<file path="config.mk">
export PLATFORM = sky130hd
export DESIGN_NAME = cfih_flag_hierarchy
export DESIGN_NICKNAME = d
export VERILOG_FILES = /design/src/cfih_pkg.sv /design/src/cfih_apb_slave.sv /design/src/cfih_flag_hierarchy.sv /design/src/cfih_tx_queue.sv
export VERILOG_INCLUDE_DIRS = /design/src /design/src/src
export SDC_FILE = /design/constraint.sdc
export NUM_CORES = 1
export LEC_CHECK = 0
export CORE_MARGIN = 2
export CORE_UTILIZATION = 55
export CTS_CLUSTER_SIZE = 24
export DETAILED_ROUTE_END_ITERATION = 16
export DONT_BUFFER_PORTS = 1
export PLACE_DENSITY = 0.7
export SYNTH_ARGS = -nofsm -noshare
export SYNTH_HDL_FRONTEND = slang
export SYNTH_SLANG_ARGS = --single-unit
</file>
<file path="constraint.sdc">
create_clock -name clk -period 4.66 [get_ports clk]
set_input_delay 0.466 -clock clk [delete_from_list [all_inputs] [get_ports clk]]
set_output_delay 0.466 -clock clk [all_outputs]
set_load 0.01 [all_outputs]
</file>
<file path="src/cfih_defines.svh">
// register offsets, field positions and reset values of the interrupt flag hierarchy
// Notes on behaviour
// RL1: FIFO, queue and event FIFO level flags clear themselves when the condition ends after a FIFO increment.
// RL2: aggregate and main summary flags are read-only and drop only when every flag feeding them is clear.
// RL3: writes to the main transmit and receive summary flags do nothing; they follow the FIFO conditions.
// RL4: a read-only aggregate register holds one bit per object mirroring each receive FIFO overrun flag.
// RL5: a read-only aggregate register holds one bit per object mirroring each transmit attempt flag.
// RL6: the host clears module interrupts, enables queue and FIFO interrupts, then the main summary enables.
// RL7: with queue-not-full and transmit summary enabled, the transmit pin is active while the queue has room.
// RL8: the host checks that the queue is not full before it writes a message into the next free slot.
// RL9: the host sets queue increment and transmit request in one write after loading a message.
// RL10: an increment with a request while the queue is already sending also sends the appended message.
// RL11: writing zero to the system error flag clears it and removes its code from the interrupt code field.
// RL12: a cleared bus error flag stays clear until the next error counter threshold crossing.
// RL13: host-clearable flags stay set until the host writes zero to them.
// RL14: each interrupt pin is active while any set and enabled main flag mapped to it exists.
`ifndef CFIH_DEFINES_SVH
`define CFIH_DEFINES_SVH
// byte offsets on the register bus
`define CFIH_OFS_MAIN     8'h00
`define CFIH_OFS_AGG_RX   8'h04
`define CFIH_OFS_AGG_TX   8'h08
`define CFIH_OFS_AGG_RXOV 8'h0C
`define CFIH_OFS_AGG_TXAT 8'h10
`define CFIH_OFS_FIFO_IE  8'h14
`define CFIH_OFS_FIFO_OVIE 8'h18
`define CFIH_OFS_FIFO_INC 8'h1C
`define CFIH_OFS_QUEUE    8'h20
`define CFIH_OFS_OVFLAG   8'h24
`define CFIH_OFS_ATFLAG   8'h28
`define CFIH_OFS_EVFIFO   8'h2C
`define CFIH_OFS_SERIAL   8'h30
`define CFIH_OFS_ECC      8'h34
`define CFIH_OFS_ICODE    8'h38
`define CFIH_OFS_LAST     8'h38
// main register flag positions, enables sit at flag position plus the shift
`define CFIH_MB_TX   0
`define CFIH_MB_RX   1
`define CFIH_MB_TBC  2
`define CFIH_MB_MOD  3
`define CFIH_MB_TEF  4
`define CFIH_MB_ECC  8
`define CFIH_MB_CRC  9
`define CFIH_MB_TXAT 10
`define CFIH_MB_RXOV 11
`define CFIH_MB_SERR 12
`define CFIH_MB_CERR 13
`define CFIH_MB_WAK  14
`define CFIH_MB_IVM  15
`define CFIH_EN_SHIFT 16
// queue control fields
`define CFIH_QB_NFEN 0
`define CFIH_QB_INC  8
`define CFIH_QB_REQ  9
`define CFIH_QB_NF   16
`define CFIH_QB_CNT  24
// event FIFO and summary register fields
`define CFIH_EB_OV   3
`define CFIH_EB_EN   8
// interrupt code values
`define CFIH_ICODE_SERR 7'h45
`define CFIH_ICODE_NONE 7'h40
`define CFIH_RST_WORD   32'h0000_0000
`define CFIH_QDEPTH_DEF 8
`endif

</file>
<file path="src/cfih_pkg.sv">
// types shared by the interrupt flag hierarchy modules
`default_nettype none
package cfih_pkg;
    // register bus request as seen by the slave
    typedef struct packed {
        logic        psel;
        logic        penable;
        logic        pwrite;
        logic [7:0]  paddr;
        logic [31:0] pwdata;
        logic [3:0]  pstrb;
    } cfihApbReq_t;
    // decoded bus operation
    typedef struct packed {
        logic        setup;
        logic        wr;
        logic [7:0]  addr;
        logic [31:0] wdata;
        logic [31:0] mask;
    } cfihBusOp_t;
    // one-cycle event pulses from the controller core
    typedef struct packed {
        logic [31:0] rxOverrun;
        logic [31:0] txAttempt;
        logic        tefOverrun;
        logic        invalidMsg;
        logic        wakeup;
        logic        busErrorCross;
        logic        modeChange;
        logic        timeBase;
        logic        systemError;
        logic        serialFormat;
        logic        serialChecksum;
        logic        singleBit;
        logic        doubleBit;
    } cfihEvents_t;
    // FIFO condition levels from the storage logic
    typedef struct packed {
        logic [31:0] rxLevel;
        logic [31:0] txLevel;
        logic [2:0]  tefLevel;
    } cfihLevels_t;
endpackage : cfih_pkg
`default_nettype wire

</file>
<file path="src/cfih_apb_slave.sv">
// register bus slave: phase decode, byte lane mask and unmapped address answer
`default_nettype none
`include "cfih_defines.svh"
module cfih_apb_slave
(
    input  wire logic                 clk,
    input  wire logic                 rstn,
    input  wire cfih_pkg::cfihApbReq_t req,
    output logic                      pready,
    output logic                      pslverr,
    output cfih_pkg::cfihBusOp_t      op
);
    logic mapped;

    // word aligned and inside the map
    function automatic logic isMapped(input logic [7:0] a);
        isMapped = (a[1:0] == 2'h0) && (a <= `CFIH_OFS_LAST);
    endfunction : isMapped

    // zero wait state; unmapped addresses answer with an error and are ignored
    always_comb
    begin
        mapped   = isMapped(req.paddr);
        pready   = 1'b1;
        pslverr  = req.psel & req.penable & ~mapped;
        op.setup = req.psel & ~req.penable;
        op.wr    = req.psel & req.penable & req.pwrite & mapped;
        op.addr  = req.paddr;
        op.wdata = req.pwdata;
        op.mask  = {{8{req.pstrb[3]}}, {8{req.pstrb[2]}}, {8{req.pstrb[1]}}, {8{req.pstrb[0]}}};
    end
endmodule : cfih_apb_slave
`default_nettype wire

</file>
<file path="src/cfih_flag_hierarchy.sv">
// interrupt flag hierarchy: object flags, aggregates, main register and interrupt pins
//
// Design decisions made here: the address map and register access over APB.
`default_nettype none
`include "cfih_defines.svh"
module cfih_flag_hierarchy
#(
    parameter int QUEUE_DEPTH = `CFIH_QDEPTH_DEF
)
(
    input  wire logic                  clk,
    input  wire logic                  rstn,
    input  wire logic                  psel,
    input  wire logic                  penable,
    input  wire logic                  pwrite,
    input  wire logic [7:0]            paddr,
    input  wire logic [31:0]           pwdata,
    input  wire logic [3:0]            pstrb,
    output logic [31:0]                prdata,
    output logic                       pready,
    output logic                       pslverr,
    input  wire cfih_pkg::cfihEvents_t evt,
    input  wire cfih_pkg::cfihLevels_t lev,
    input  wire logic                  msgSent,
    output logic [31:0]                fifoIncrement,
    output logic                       transmitRequest,
    output logic                       intAnyN,
    output logic                       intTxN,
    output logic                       intRxN
);
    // register state of the block apart from the transmit queue state
    typedef struct packed {
        logic [5:0]  sticky;    // ivm wak cerr mod tbc serr
        logic [15:0] mainEn;
        logic [31:0] fifoIe;
        logic [31:0] fifoOvIe;
        logic [31:0] ovFlag;
        logic [31:0] atFlag;
        logic [31:0] levRx;
        logic [31:0] levTx;
        logic [31:0] incPulse;
        logic [2:0]  tefLev;
        logic        tefOv;
        logic [3:0]  tefEn;
        logic [1:0]  crcFlag;
        logic [1:0]  crcEn;
        logic [1:0]  eccFlag;
        logic [1:0]  eccEn;
        logic        qNfEn;
        logic        qInc;
        logic        qReq;
        logic [31:0] rdata;
        logic        intAnyN;
        logic        intTxN;
        logic        intRxN;
    } cfihState_t;

    cfihState_t           s;
    cfihState_t           next_s;
    cfih_pkg::cfihApbReq_t busReq;
    cfih_pkg::cfihBusOp_t  op;
    logic                 qNotFull;
    logic [7:0]           qCount;
    logic [31:0]          aggRx;
    logic [31:0]          aggTx;
    logic [31:0]          aggRxOv;
    logic [31:0]          aggTxAt;
    logic [15:0]          mainFlags;
    logic [15:0]          keepLo;
    logic [6:0]           icode;
    logic                 tefSum;
    logic                 crcSum;
    logic                 eccSum;

    // write with byte lanes applied
    function automatic logic [31:0] mergeW(input logic [31:0] old, input logic [31:0] wd, input logic [31:0] m);
        mergeW = (old & ~m) | (wd & m);
    endfunction : mergeW

    // bits kept by a write-zero-to-clear access; lanes not written keep everything
    function automatic logic [31:0] keepOf(input logic [31:0] wd, input logic [31:0] m);
        keepOf = wd | ~m;
    endfunction : keepOf

    // sticky main flags picked out of a main register image
    function automatic logic [5:0] stickyOf(input logic [15:0] v);
        stickyOf = {v[`CFIH_MB_IVM], v[`CFIH_MB_WAK], v[`CFIH_MB_CERR],
                    v[`CFIH_MB_MOD], v[`CFIH_MB_TBC], v[`CFIH_MB_SERR]};
    endfunction : stickyOf

    // bus slave packing
    assign busReq.psel    = psel;
    assign busReq.penable = penable;
    assign busReq.pwrite  = pwrite;
    assign busReq.paddr   = paddr;
    assign busReq.pwdata  = pwdata;
    assign busReq.pstrb   = pstrb;

    cfih_apb_slave u_apb
    (
        .clk     (clk),
        .rstn    (rstn),
        .req     (busReq),
        .pready  (pready),
        .pslverr (pslverr),
        .op      (op)
    );

    cfih_tx_queue #(.DEPTH(QUEUE_DEPTH)) u_queue
    (
        .clk             (clk),
        .rstn            (rstn),
        .increment       (s.qInc),
        .request         (s.qReq),
        .msgSent         (msgSent),
        .notFull         (qNotFull),
        .transmitRequest (transmitRequest),
        .count           (qCount)
    );

    // aggregates: pure ORs of enabled object flags, bit 0 of the transmit ones is the queue, of the receive ones reserved
    always_comb
    begin
        aggRx   = {s.levRx[31:1] & s.fifoIe[31:1], 1'b0}; // RL2
        aggTx   = {s.levTx[31:1] & s.fifoIe[31:1], qNotFull & s.qNfEn}; // RL2 RL7
        aggRxOv = {s.ovFlag[31:1] & s.fifoOvIe[31:1], 1'b0}; // RL4
        aggTxAt = s.atFlag & s.fifoOvIe; // RL5
        tefSum  = |({s.tefOv, s.tefLev} & s.tefEn); // RL2
        crcSum  = |(s.crcFlag & s.crcEn); // RL2
        eccSum  = |(s.eccFlag & s.eccEn); // RL2
    end

    // main register image; summary bits have no storage of their own
    always_comb
    begin
        mainFlags                = 16'h0000;
        mainFlags[`CFIH_MB_TX]   = |aggTx; // RL3
        mainFlags[`CFIH_MB_RX]   = |aggRx; // RL3
        mainFlags[`CFIH_MB_TXAT] = |aggTxAt; // RL2
        mainFlags[`CFIH_MB_RXOV] = |aggRxOv; // RL2
        mainFlags[`CFIH_MB_TEF]  = tefSum;
        mainFlags[`CFIH_MB_CRC]  = crcSum;
        mainFlags[`CFIH_MB_ECC]  = eccSum;
        mainFlags[`CFIH_MB_IVM]  = s.sticky[5];
        mainFlags[`CFIH_MB_WAK]  = s.sticky[4];
        mainFlags[`CFIH_MB_CERR] = s.sticky[3];
        mainFlags[`CFIH_MB_MOD]  = s.sticky[2];
        mainFlags[`CFIH_MB_TBC]  = s.sticky[1];
        mainFlags[`CFIH_MB_SERR] = s.sticky[0];
        icode = s.sticky[0] ? `CFIH_ICODE_SERR : `CFIH_ICODE_NONE; // RL11
    end

    // next state: bus writes first, hardware events last so a set beats a clear
    always_comb
    begin
        next_s          = s;
        keepLo          = 16'hFFFF;
        next_s.incPulse = '0;
        next_s.qInc     = 1'b0;
        next_s.qReq     = 1'b0;
        // level flags follow the storage conditions, which end after an increment
        next_s.levRx    = {lev.rxLevel[31:1], 1'b0}; // RL1
        next_s.levTx    = {lev.txLevel[31:1], 1'b0}; // RL1
        next_s.tefLev   = lev.tefLevel; // RL1
        if (op.wr)
        begin
            unique case (op.addr)
                `CFIH_OFS_MAIN:
                begin
                    // summary bits ignore writes; sticky ones clear on zero
                    keepLo        = 16'(keepOf(op.wdata, op.mask));
                    next_s.sticky = s.sticky & stickyOf(keepLo); // RL3 RL11 RL12 RL13
                    next_s.mainEn = 16'(mergeW({s.mainEn, 16'h0000}, op.wdata, op.mask) >> `CFIH_EN_SHIFT);
                end
                `CFIH_OFS_FIFO_IE:   next_s.fifoIe   = mergeW(s.fifoIe, op.wdata, op.mask);
                `CFIH_OFS_FIFO_OVIE: next_s.fifoOvIe = mergeW(s.fifoOvIe, op.wdata, op.mask);
                `CFIH_OFS_FIFO_INC:  next_s.incPulse = {op.wdata[31:1] & op.mask[31:1], 1'b0}; // RL1
                `CFIH_OFS_QUEUE:
                begin
                    if (op.mask[`CFIH_QB_NFEN])
                        next_s.qNfEn = op.wdata[`CFIH_QB_NFEN];
                    // increment and request taken in the same write
                    next_s.qInc        = op.wdata[`CFIH_QB_INC] & op.mask[`CFIH_QB_INC]; // RL10
                    next_s.qReq        = op.wdata[`CFIH_QB_REQ] & op.mask[`CFIH_QB_REQ]; // RL10
                    next_s.incPulse[0] = op.wdata[`CFIH_QB_INC] & op.mask[`CFIH_QB_INC]; // RL1
                end
                `CFIH_OFS_OVFLAG: next_s.ovFlag = s.ovFlag & keepOf(op.wdata, op.mask); // RL13
                `CFIH_OFS_ATFLAG: next_s.atFlag = s.atFlag & keepOf(op.wdata, op.mask); // RL13
                `CFIH_OFS_EVFIFO:
                begin
                    next_s.tefOv = s.tefOv & (op.wdata[`CFIH_EB_OV] | ~op.mask[`CFIH_EB_OV]); // RL13
                    if (op.mask[`CFIH_EB_EN])
                        next_s.tefEn = op.wdata[`CFIH_EB_EN +: 4];
                end
                `CFIH_OFS_SERIAL:
                begin
                    next_s.crcFlag = s.crcFlag & (op.wdata[1:0] | ~op.mask[1:0]); // RL13
                    if (op.mask[`CFIH_EB_EN])
                        next_s.crcEn = op.wdata[`CFIH_EB_EN +: 2];
                end
                `CFIH_OFS_ECC:
                begin
                    next_s.eccFlag = s.eccFlag & (op.wdata[1:0] | ~op.mask[1:0]); // RL13
                    if (op.mask[`CFIH_EB_EN])
                        next_s.eccEn = op.wdata[`CFIH_EB_EN +: 2];
                end
                default: ; // aggregates and code register are read-only
            endcase
        end
        // hardware events set sticky flags, winning over a same-cycle clear
        next_s.sticky = next_s.sticky | {evt.invalidMsg, evt.wakeup, evt.busErrorCross,
                                         evt.modeChange, evt.timeBase, evt.systemError}; // RL12 RL13
        next_s.ovFlag  = next_s.ovFlag | {evt.rxOverrun[31:1], 1'b0}; // RL13
        next_s.atFlag  = next_s.atFlag | evt.txAttempt; // RL13
        next_s.tefOv   = next_s.tefOv | evt.tefOverrun; // RL13
        next_s.crcFlag = next_s.crcFlag | {evt.serialChecksum, evt.serialFormat}; // RL13
        next_s.eccFlag = next_s.eccFlag | {evt.doubleBit, evt.singleBit}; // RL13
        // read data captured in the setup cycle
        if (op.setup)
        begin
            unique case (op.addr)
                `CFIH_OFS_MAIN:      next_s.rdata = {s.mainEn, mainFlags};
                `CFIH_OFS_AGG_RX:    next_s.rdata = aggRx; // RL2
                `CFIH_OFS_AGG_TX:    next_s.rdata = aggTx; // RL2
                `CFIH_OFS_AGG_RXOV:  next_s.rdata = aggRxOv; // RL4
                `CFIH_OFS_AGG_TXAT:  next_s.rdata = aggTxAt; // RL5
                `CFIH_OFS_FIFO_IE:   next_s.rdata = s.fifoIe;
                `CFIH_OFS_FIFO_OVIE: next_s.rdata = s.fifoOvIe;
                `CFIH_OFS_QUEUE:     next_s.rdata = {qCount, 7'h00, qNotFull, 15'h0000, s.qNfEn};
                `CFIH_OFS_OVFLAG:    next_s.rdata = s.ovFlag;
                `CFIH_OFS_ATFLAG:    next_s.rdata = s.atFlag;
                `CFIH_OFS_EVFIFO:    next_s.rdata = {20'h00000, s.tefEn, 4'h0, s.tefOv, s.tefLev};
                `CFIH_OFS_SERIAL:    next_s.rdata = {22'h000000, s.crcEn, 6'h00, s.crcFlag};
                `CFIH_OFS_ECC:       next_s.rdata = {22'h000000, s.eccEn, 6'h00, s.eccFlag};
                `CFIH_OFS_ICODE:     next_s.rdata = {25'h0000000, icode}; // RL11
                default:             next_s.rdata = `CFIH_RST_WORD;
            endcase
        end
        // pins: active low while a set and enabled main flag maps to them
        next_s.intAnyN = ~|(mainFlags & s.mainEn); // RL14
        next_s.intTxN  = ~(mainFlags[`CFIH_MB_TX] & s.mainEn[`CFIH_MB_TX]); // RL7 RL14
        next_s.intRxN  = ~(mainFlags[`CFIH_MB_RX] & s.mainEn[`CFIH_MB_RX]); // RL14
    end

    // state register; pins reset inactive high
    always_ff @(posedge clk or negedge rstn)
    begin
        if (!rstn)
        begin
            s         <= '0;
            s.intAnyN <= 1'b1;
            s.intTxN  <= 1'b1;
            s.intRxN  <= 1'b1;
        end
        else
            s <= next_s;
    end

    assign prdata        = s.rdata;
    assign fifoIncrement = s.incPulse;
    assign intAnyN       = s.intAnyN;
    assign intTxN        = s.intTxN;
    assign intRxN        = s.intRxN;
endmodule : cfih_flag_hierarchy
`default_nettype wire

</file>
<file path="src/cfih_tx_queue.sv">
// transmit queue occupancy and transmit request tracking
`default_nettype none
module cfih_tx_queue
#(
    parameter int DEPTH = 8
)
(
    input  wire logic        clk,
    input  wire logic        rstn,
    input  wire logic        increment,
    input  wire logic        request,
    input  wire logic        msgSent,
    output logic             notFull,
    output logic             transmitRequest,
    output logic [7:0]       count
);
    typedef struct packed {
        logic [7:0] count;
        logic       requested;
    } cfihQState_t;

    cfihQState_t s;
    cfihQState_t next_s;
    logic        doInc;
    logic        doSent;

    // appending while sending raises the count so the request holds for the new message
    always_comb
    begin
        next_s = s;
        doInc  = increment && (s.count < 8'(DEPTH));
        doSent = msgSent && (s.count != 8'h00);
        next_s.count = s.count + {7'h00, doInc} - {7'h00, doSent}; // RL10
        next_s.requested = (s.requested | request) && (next_s.count != 8'h00); // RL10
    end

    // state register
    always_ff @(posedge clk or negedge rstn)
    begin
        if (!rstn)
            s <= '0;
        else
            s <= next_s;
    end

    assign notFull         = s.count < 8'(DEPTH);
    assign transmitRequest = s.requested;
    assign count           = s.count;
endmodule : cfih_tx_queue
`default_nettype wire
</file>
**Yosys cells after proc, flatten, opt, wreduce, memory -nomap -nowiden**

Cells that the tools add are included.

- Bits in registers: 307
- Input bits: 192
- Output and inout port bits: 70
- Word-level logic and storage cells: 136

- Add/subtract/negate cells: 2
- Order comparisons: 2
- Equality and inequality tests: 14
- Muxes and demuxes: 20
- Bitwise operators: 49
- Reduce and logical (&&, ||, !) cells: 24

Operator list:

| cell | count |
|---|---|
| 32-bit case mux with 14 select lines | 1 |
| 32-bit AND | 7 |
| 32-bit bitwise OR | 6 |
| 32-bit two-way mux | 5 |
| 150-bit two-way mux | 1 |
| 31-bit AND | 4 |
| 32-bit OR reduction | 2 |
| 31-bit OR reduction | 2 |
| 8-bit by 6-bit == test with 1-bit output, second input constant | 7 |
| 8-bit by 5-bit == test with 1-bit output, second input constant | 4 |
| 32-bit inverter | 1 |
| 31-bit two-way mux | 1 |
| 22-bit two-way mux | 1 |
| 16-bit AND | 1 |
| 8-bit by 4-bit == test with 1-bit output, second input constant | 2 |
| 16-bit two-way mux | 1 |
| 8-bit nonzero test | 2 |
| 16-bit OR reduction | 1 |
| 4-bit two-way mux | 3 |
| 3-bit AND reduction | 4 |
| 1-bit AND | 11 |
| 8-bit by 1-bit adder with 8-bit output | 1 |
| 2-bit AND | 4 |
| 8-bit by 3-bit == test with 1-bit output, second input constant | 1 |
| other kinds (21) | 38 |

**Longest topological paths before layout**

Gate-level depths: netlist (run 1).

- Word-level depth: 6
- Mapped depth: 13

**Hierarchy**

From an unflattened synthesis (run 1), not the netlist that was laid out.

- Cells, all modules: 1,580
- Area, all modules: 15,707.6 um2

By module, submodules not included:

| module | instances | cells each | area each (um2) | seq. area each (um2) |
|---|---|---|---|---|
| cfih_flag_hierarchy | 1 | 1,442 | 14,485.1 | 7,435.9 |
| cfih_tx_queue | 1 | 58 | 624.3 | 225.2 |
| cfih_apb_slave | 1 | 80 | 598.1 | 0.0 |

**Worst setup path before layout (run 1)**

OpenSTA, ideal clock, no wires.

- Path kind: reg-to-reg
- From: reg u_queue.s, in the netlist u_queue.count[4]
- To: reg u_queue.s, in the netlist u_queue.transmitRequest
- Setup time: 0.126 ns
- Arrival time: 2.788 ns
- Data required time: 4.534 ns
- Path slack: 1.746 ns
- Stages on the path, launching flop included: 11
- Buffers on the path: 0
- Period minus slack after synthesis: 2.914 ns
- Path through: dfrtp_1 -> inv_1 -> ha_1 -> nand2b_1 -> a21boi_0 -> and2_1 -> ha_1 -> fa_1 -> or4_1 -> or3_1 -> o32a_1

RTL lines:

| item | line | RTL |
|---|---|---|
| start: declaration | cfih_tx_queue.sv:22 | `cfihQState_t s;` |
| start signal: assignment | cfih_tx_queue.sv:43 | `s <= next_s;` |

==> metrics.csv, run 1 <==
stage,metric,value,unit
timing,Period minus WS final,3.21,ns
placed_design,I/O Buffers,0,
global_routing,all-layer global routing usage,38.9,%
clock_network,number of buffers created by CTS,31,
timing,Final Slew Violations,0,
global_routing,largest net degree at the start of global routing,307,
drt,Vias,12180,
timing,Tightest Pin Transition,1.17,ns
floorplanning,I/O pins,262,
cells_and_area,"commonest non-fill, non-tap cells in the layout","303 x sky130_fd_sc_hd__dfrtp_1, 136 x sky130_fd_sc_hd__nand2_1, 123 x sky130_fd_sc_hd__dlygate4sd3_1",
logic_synthesis,netlist area before placement,14500,um^2
logic_synthesis,xor/xnor cell area share of the yosys netlist,0.362,%
drt,Via density,6.90,
timing,hold slack final,-0.397,ns
logic_synthesis,multiplexer share of the synthesized area,7.70,%
logic_synthesis,post-synthesis sequential area ratio,52.7,%
timing,final-layout setup total negative slack,0,ns
critical_path,worst reg2reg path depth,12,
power_and_ir_drop,power density normalized to cell area,363,nW/um^2
critical_path,data arrival time at the worst-slack endpoint,3.66,ns
logic_synthesis,"EDFF count, synth",0,
logic_synthesis,Post-Synth Simple-Gate Area,14.3,%
cells_and_area,number of nets in the layout,1610,
floorplanning,row count,59,
power_and_ir_drop,total chip power,6070,uW
floorplanning,height of the chip,167,um
timing,Max Clk Rate,0.311,GHz
critical_path,data required time of the worst path,5.11,ns
floorplanning,initial standard-cell utilization of the core,55.9,%
clock_network,Max clock buf depth,3,
placed_design,half-perimeter wire length of the detailed placement result,38600,um
critical_path,CP peak stage delay,0.44,ns
timing,worst max-slew margin expressed relative to the limit,22.0,%
critical_path,critical path type,reg -> reg,
logic_synthesis,commonest register cell after synthesis,sky130_fd_sc_hd__dfrtp_1,
logic_synthesis,"share of synthesized cell area in full adder, half adder and majority cells",1.17,%
critical_path,Bufs and invs on worst path,2,
logic_synthesis,number of nets in the synthesized netlist,1552,
critical_path,cell family contributing the most delay on the critical path,simple AND/OR/NAND/NOR gates,
floorplanning,horizontal extent of the die,167,um
timing,final setup violating endpoints,0,
cells_and_area,synth-to-layout area growth,15.2,%
clock_network,count of H-tree levels built during CTS,1,
drt,iteration-0 DRC count of the detailed router,1769,
placed_design,RD Place Congestion,1.01,
critical_path,cells along the critical path,"inv_1, ha_1, nand2b_1, a21boi_0, buf_4, and2_1, ha_1, fa_1, xor2_1, or4_1, or3_1, o32a_1",
logic_synthesis,share of async-settable or async-resettable flops after synthesis,100,%
critical_path,count of cell instances traversed by the critical path,12,
timing,count of final hold-check violations,306,
drt,post-DR wirelength/cell,31.1,um
floorplanning,area inside the core boundary,26000,um^2
critical_path,end of the worst register-to-register path,u_queue.transmitRequest,
drt,drt first pass iters,6,
timing,share of the clock period used by the worst path after layout,68.9,%
clock_network,clock root cell,sky130_fd_sc_hd__clkbuf_16,
cells_and_area,fillcell total,2003,
critical_path,worst-path cell with the longest stage delay,sky130_fd_sc_hd__fa_1,
logic_synthesis,average cell area after synthesis,10.8,um^2
clock_network,source-to-sink clock delay at the later pin of the worst-skew pair,0.58,ns
run_status,failing checks,hold timing,
logic_synthesis,count of mapped cells out of synthesis,1347,
clock_network,Sinks on Clock Net,306,
global_routing,initial antenna violation count,4,
drt,post-route antenna net violation count,0,
run_status,result of the run,"complete, but fails checks",
floorplanning,Die ar.,27700,um^2
power_and_ir_drop,leakage power of the design,0.00705,uW
critical_path,cell repeated most along the worst path,sky130_fd_sc_hd__ha_1,
critical_path,endpoint type of the worst setup path,flip-flop,
drt,routed wire length,54800,um
clock_network,count of instances resized after the clock tree is built,0,
logic_synthesis,synthesis-stage register bit count,306,
cells_and_area,"commonest non-fill, non-tap cell in the layout",sky130_fd_sc_hd__dfrtp_1,
clock_network,clock-pin slew reported for the worst setup and hold paths after clock tree synthesis,0.06,ns
logic_synthesis,number of distinct library cells after synthesis,69,
drt,DRC violations left,0,
logic_synthesis,yosys synthesis warning count,0,
cells_and_area,proportion of layout cells with a drive suffix above 1,13.7,%
clock_network,CTS tree,built,
critical_path,category of the worst setup path launch point,flip-flop,
global_routing,via count of the first global-routing pass,12082,
global_routing,total overflow reported by the global router,0,
logic_synthesis,largest family of logic cells by synthesized area,compound AO/OA/AOI/OAI gates,
critical_path,slack of the worst reg-to-reg path,1.45,ns
power_and_ir_drop,largest voltage drop on the vdd net,0.000439,V
critical_path,maximum net fanout on the critical path,4,
timing,unrepaired setup endpoints after global routing,false,
global_routing,first-pass GRT wire length,79900,um
logic_synthesis,compound-gate portion of the synthesized area,17.8,%
critical_path,reg-to-reg critical path startpoint,u_queue.count[4],
flow_run,number of max-capacitance violations reported,0,
timing,final clock skew,0.0188,ns
min_path,worst min path class,in -> async,
[cell usage after synthesis (all sizes together) (2+ instances only)]
cell	number	area share, %
a211oi	8	0.41
a21boi	4	0.21
a21o	26	1.3
a21oi	59	2.1
a221o	7	0.48
a221oi	13	0.78
a222oi	8	0.55
a22o	17	1.0
a22oi	74	3.8
a32oi	22	1.3
and2	36	1.5
and3	3	0.13
buf	93	4.4
clkbuf	28	0.72
dfrtp	303	52
dfstp	3	0.54
ha	12	1.0
inv	31	0.80
mux2	95	7.4
mux2i	5	0.34
nand2	142	3.8
nand2b	56	2.4
nand3	27	0.93
nand4	14	0.60
nor2	48	2.1
nor2b	18	0.77
nor3	12	0.49
nor4	5	0.22
nor4b	4	0.28
o211ai	2	0.10
o21ai	103	3.5
o221ai	4	0.24
o22ai	30	1.3
o2bb2ai	2	0.12
o31ai	2	0.10
or3	3	0.13
or4	5	0.28
or4b	4	0.28
xor2	5	0.30
[cell families (layout without fill, tap and decap cells)]
logic type	count (synthesis)	after routing
AOI/OAI and AO/OA	388	388
xor gates and xnor gates	6	6
adders and majority gates	13	13
buffers and inverters	152	232
DFF	306	306
muxes	100	100
other	1	5
and+or+nand+nor	381	381
[report_power, final]
| group | leakage, uW | internal (uW) | total, uW | switching (uW) |
|---|---|---|---|---|
| Combinational | 0.00281 | 277 | 608 | 331 |
| Clock | 0.000531 | 1580 | 2670 | 1080 |
| Sequential | 0.00371 | 2730 | 2800 | 65.2 |
[worst max path at each step]
stage | start | endpoint | slack (ns)
2_1_floorplan | u_queue.count[4] | u_queue.transmitRequest | 1.75
4_1_cts | u_queue.count[4] | u_queue.transmitRequest | 1.48
3_5_place_dp | u_queue.count[4] | u_queue.transmitRequest | 1.49
5_1_grt | u_queue.count[4] | u_queue.transmitRequest | 1.30
6_report | u_queue.count[4] | u_queue.transmitRequest | 1.45
3_3_place_gp | u_queue.count[4] | u_queue.transmitRequest | 1.52
[per-stage QoR]
stage          std cells  instance area [um^2]  hold WS [ns]  worst slack [ns]  utilization [%]
4_1_cts             1761                 16700        -0.411              1.48             64.4
2_1_floorplan       1347                 14500         0.170              1.75                -
3_3_place_gp        1584                 14400         0.187              1.52             55.5
3_5_place_dp        1584                 14400         0.183              1.49             55.5
6_report            1766                 16700        -0.397              1.45             64.5
5_1_grt             1763                 16700        -0.415              1.30             64.4
[routing by layer]
metal	wire (um)	track usage, %	vias up
met2	24200	58.7	1006
li1	-	-	4959
met5	0	0	-
met4	3310	19.4	0
met3	7090	10.8	226
met1	20300	52.0	5989
[what timing repair did]
action	4_1_cts	5_1_grt
endpoints found under the hold margin	428	307
hold buffers	122	1
setup buffers	0	0
[layout make-up]
class                      count  area [um^2]  share of cell area [%]
antenna                        4         10.0                  0.0598
clock buffer                  39          866                    5.17
clock inverter                16          220                    1.31
inverter                      31          116                   0.695
multi-input combinational    889         6050                    36.1
sequential                   306         7660                    45.7
tap                          335          419                    2.50
timing repair buffer         146         1400                    8.38
No activity file was read; power rests on OpenSTA's default activity.
==> run 2, diff against run 1 <==
- PLACE_DENSITY: 0.7 -> 0.73
- clock period: 4.66 -> 2.66 ns (I/O delays scaled with it)
==> run 2 against run 1 <==
Against the previous run: the run ends with hold timing, setup timing left; wire length up 10%; count of clock-buffer cells in the layout rose by 2; critical endpoint unchanged; combinational power increased to 2.6 times the previous value; via count is 9.1% higher; final cell count is 10% higher; clock power up 69%; setup slack lost 1.7 ns; global-route usage rose by 3.8 points; first-iteration DRC count is 28% higher; largest cell class unchanged.
==> metrics.csv, run 2 (synthesis gave the netlist of run 1 again) <==
stage,metric,value,unit
run_status,result of the run,"complete, but fails checks",
run_status,failing checks,"hold timing, setup timing",
timing,setup slack of the critical path after layout,-0.294,ns
floorplanning,initial standard-cell utilization of the core,55.9,%
power_and_ir_drop,Net Sw Power,2800,uW
timing,Max Clk Rate,0.339,GHz
placed_design,RD Place Congestion,1.07,
timing,Tightest Pin Transition,1.41,ns
cells_and_area,final core occ,71.2,%
clock_network,number of buffers inserted for hold repair after clock tree synthesis,244,
critical_path,data arrival time at the worst-slack endpoint,3.40,ns
timing,unrepaired setup endpoints after global routing,true,
timing,final clock skew,0.0238,ns
cells_and_area,"commonest non-fill, non-tap cells in the layout","303 x sky130_fd_sc_hd__dfrtp_1, 244 x sky130_fd_sc_hd__dlygate4sd3_1, 135 x sky130_fd_sc_hd__nand2_1",
floorplanning,I/O pins,262,
placed_design,pre-CTS setup slack,-0.341,ns
cells_and_area,synth-to-layout area growth,27.2,%
clock_network,Sinks on Clock Net,306,
clock_network,clock-pin slew reported for the worst setup and hold paths after clock tree synthesis,0.06,ns
global_routing,first-pass GRT wire length,87800,um
timing,hold slack final,-0.599,ns
flow_run,number of max-capacitance violations reported,0,
power_and_ir_drop,sequential power share,44.4,%
critical_path,cells along the critical path,"inv_2, buf_4, ha_1, a21boi_4, and2_4, ha_4, fa_2, or4_4, or3_1, o32a_1",
clock_network,Max clock buf depth,3,
floorplanning,Die ar.,27700,um^2
power_and_ir_drop,proportion of power drawn by the clock network,40.9,%
drt,Vias,13283,
timing,worst max-slew margin expressed relative to the limit,6.14,%
critical_path,category of the worst setup path launch point,flip-flop,
drt,DRC violations left,0,
timing,Final Slew Violations,0,
power_and_ir_drop,total chip power,11000,uW
global_routing,all-layer global routing usage,42.7,%
clock_network,clock root cell,sky130_fd_sc_hd__clkbuf_16,
power_and_ir_drop,share of power burned in combinational logic,14.6,%
placed_design,placed standard-cell area,14900,um^2
clock_network,count of H-tree levels built during CTS,1,
power_and_ir_drop,Internal Pwr Total,8200,uW
power_and_ir_drop,largest voltage drop on the vdd net,0.000799,V
placed_design,I/O Buffers,0,
timing,share of the clock period used by the worst path after layout,111,%
cells_and_area,proportion of layout cells with a drive suffix above 1,16.9,%
critical_path,Bufs and invs on worst path,2,
placed_design,half-perimeter wire length of the detailed placement result,41100,um
critical_path,critical path type,reg -> reg,
timing,count of final hold-check violations,303,
cells_and_area,cell area after layout,18500,um^2
cells_and_area,"commonest non-fill, non-tap cell in the layout",sky130_fd_sc_hd__dfrtp_1,
cells_and_area,number of nets in the layout,1787,
clock_network,number of buffers created by CTS,30,
global_routing,via count of the first global-routing pass,13520,
critical_path,CP peak stage delay,0.51,ns
min_path,worst min path class,in -> async,
critical_path,maximum net fanout on the critical path,3,
critical_path,data required time of the worst path,3.11,ns
floorplanning,area inside the core boundary,26000,um^2
global_routing,largest net degree at the start of global routing,307,
drt,iteration-0 DRC count of the detailed router,2266,
power_and_ir_drop,leakage power of the design,0.00761,uW
drt,post-DR wirelength/cell,31.1,um
critical_path,endpoint type of the worst setup path,flip-flop,
global_routing,total overflow reported by the global router,0,
drt,routed wire length,60500,um
drt,post-route antenna net violation count,0,
power_and_ir_drop,power density normalized to cell area,595,nW/um^2
floorplanning,horizontal extent of the die,167,um
critical_path,cell family contributing the most delay on the critical path,simple AND/OR/NAND/NOR gates,
critical_path,worst-path cell with the longest stage delay,sky130_fd_sc_hd__or4_4,
floorplanning,row count,59,
floorplanning,height of the chip,167,um
power_and_ir_drop,Net Sw Frac,25.4,%
clock_network,CTS tree,built,
drt,Via density,6.84,
clock_network,source-to-sink clock delay at the later pin of the worst-skew pair,0.58,ns
drt,drt first pass iters,6,
timing,Period minus WS final,2.95,ns
global_routing,initial antenna violation count,2,
timing,final setup violating endpoints,1,
[run 2: final cells by class]
class,instances,area [um^2]
antenna,1,2.50
clock buffer,41,832
clock inverter,15,211
fill,1775,7490
inverter,31,119
multi-input combinational,889,6180
sequential,306,7660
tap,335,419
timing repair buffer,324,3070
[run 2: final timing paths]
check                           slack [ns]        startpoint                    endpoint  depth (start not counted)
max in group asynchronous             2.13              rstn  asynchronous set/reset pin                          0
worst min-delay path                 -0.60              rstn            u_queue.count[0]                          0
worst max register to register       -0.29  u_queue.count[6]     u_queue.transmitRequest                         10
worst min register to register        0.52         flip-flop                   flip-flop                          1
worst max-delay path                 -0.29  u_queue.count[6]     u_queue.transmitRequest                         10
min in group clk                      0.01         pwdata[1]                       s[45]                          4
[run 2: repair_timing]
item                                    in CTS  in global routing
setup buffers                                0                  5
pin swaps                                    5                  8
gates cloned                                 0                  0
endpoints found under the hold margin      568                306
gates resized for setup                      5                 16
endpoints found under the setup margin       1                  3
[run 2: power groups by stage]
stage	registers (uW)	clock network (uW)	logic [uW]
final	4890	4500	1610
after global routing	4890	4700	1760
after CTS	4870	4470	1400
after detailed placement	4960	0	1130
after global placement	4950	0	1110
after floorplan	4930	0	739
[run 2: metrics by stage]
step	instances	setup TNS, ns
after detailed placement	1636	-0.341
after floorplan	1347	-0.173
after global placement	1636	-0.285
after CTS	1936	-0.327
final	1942	-0.294
after global routing	1942	-0.371
[run 2: layer usage]
layer / global-route usage [%] / routed length (um)
met5: 0 / 13
met3: 11.0 / 7250
met1: 56.7 / 22400
met4: 20.0 / 3540
met2: 66.2 / 27300
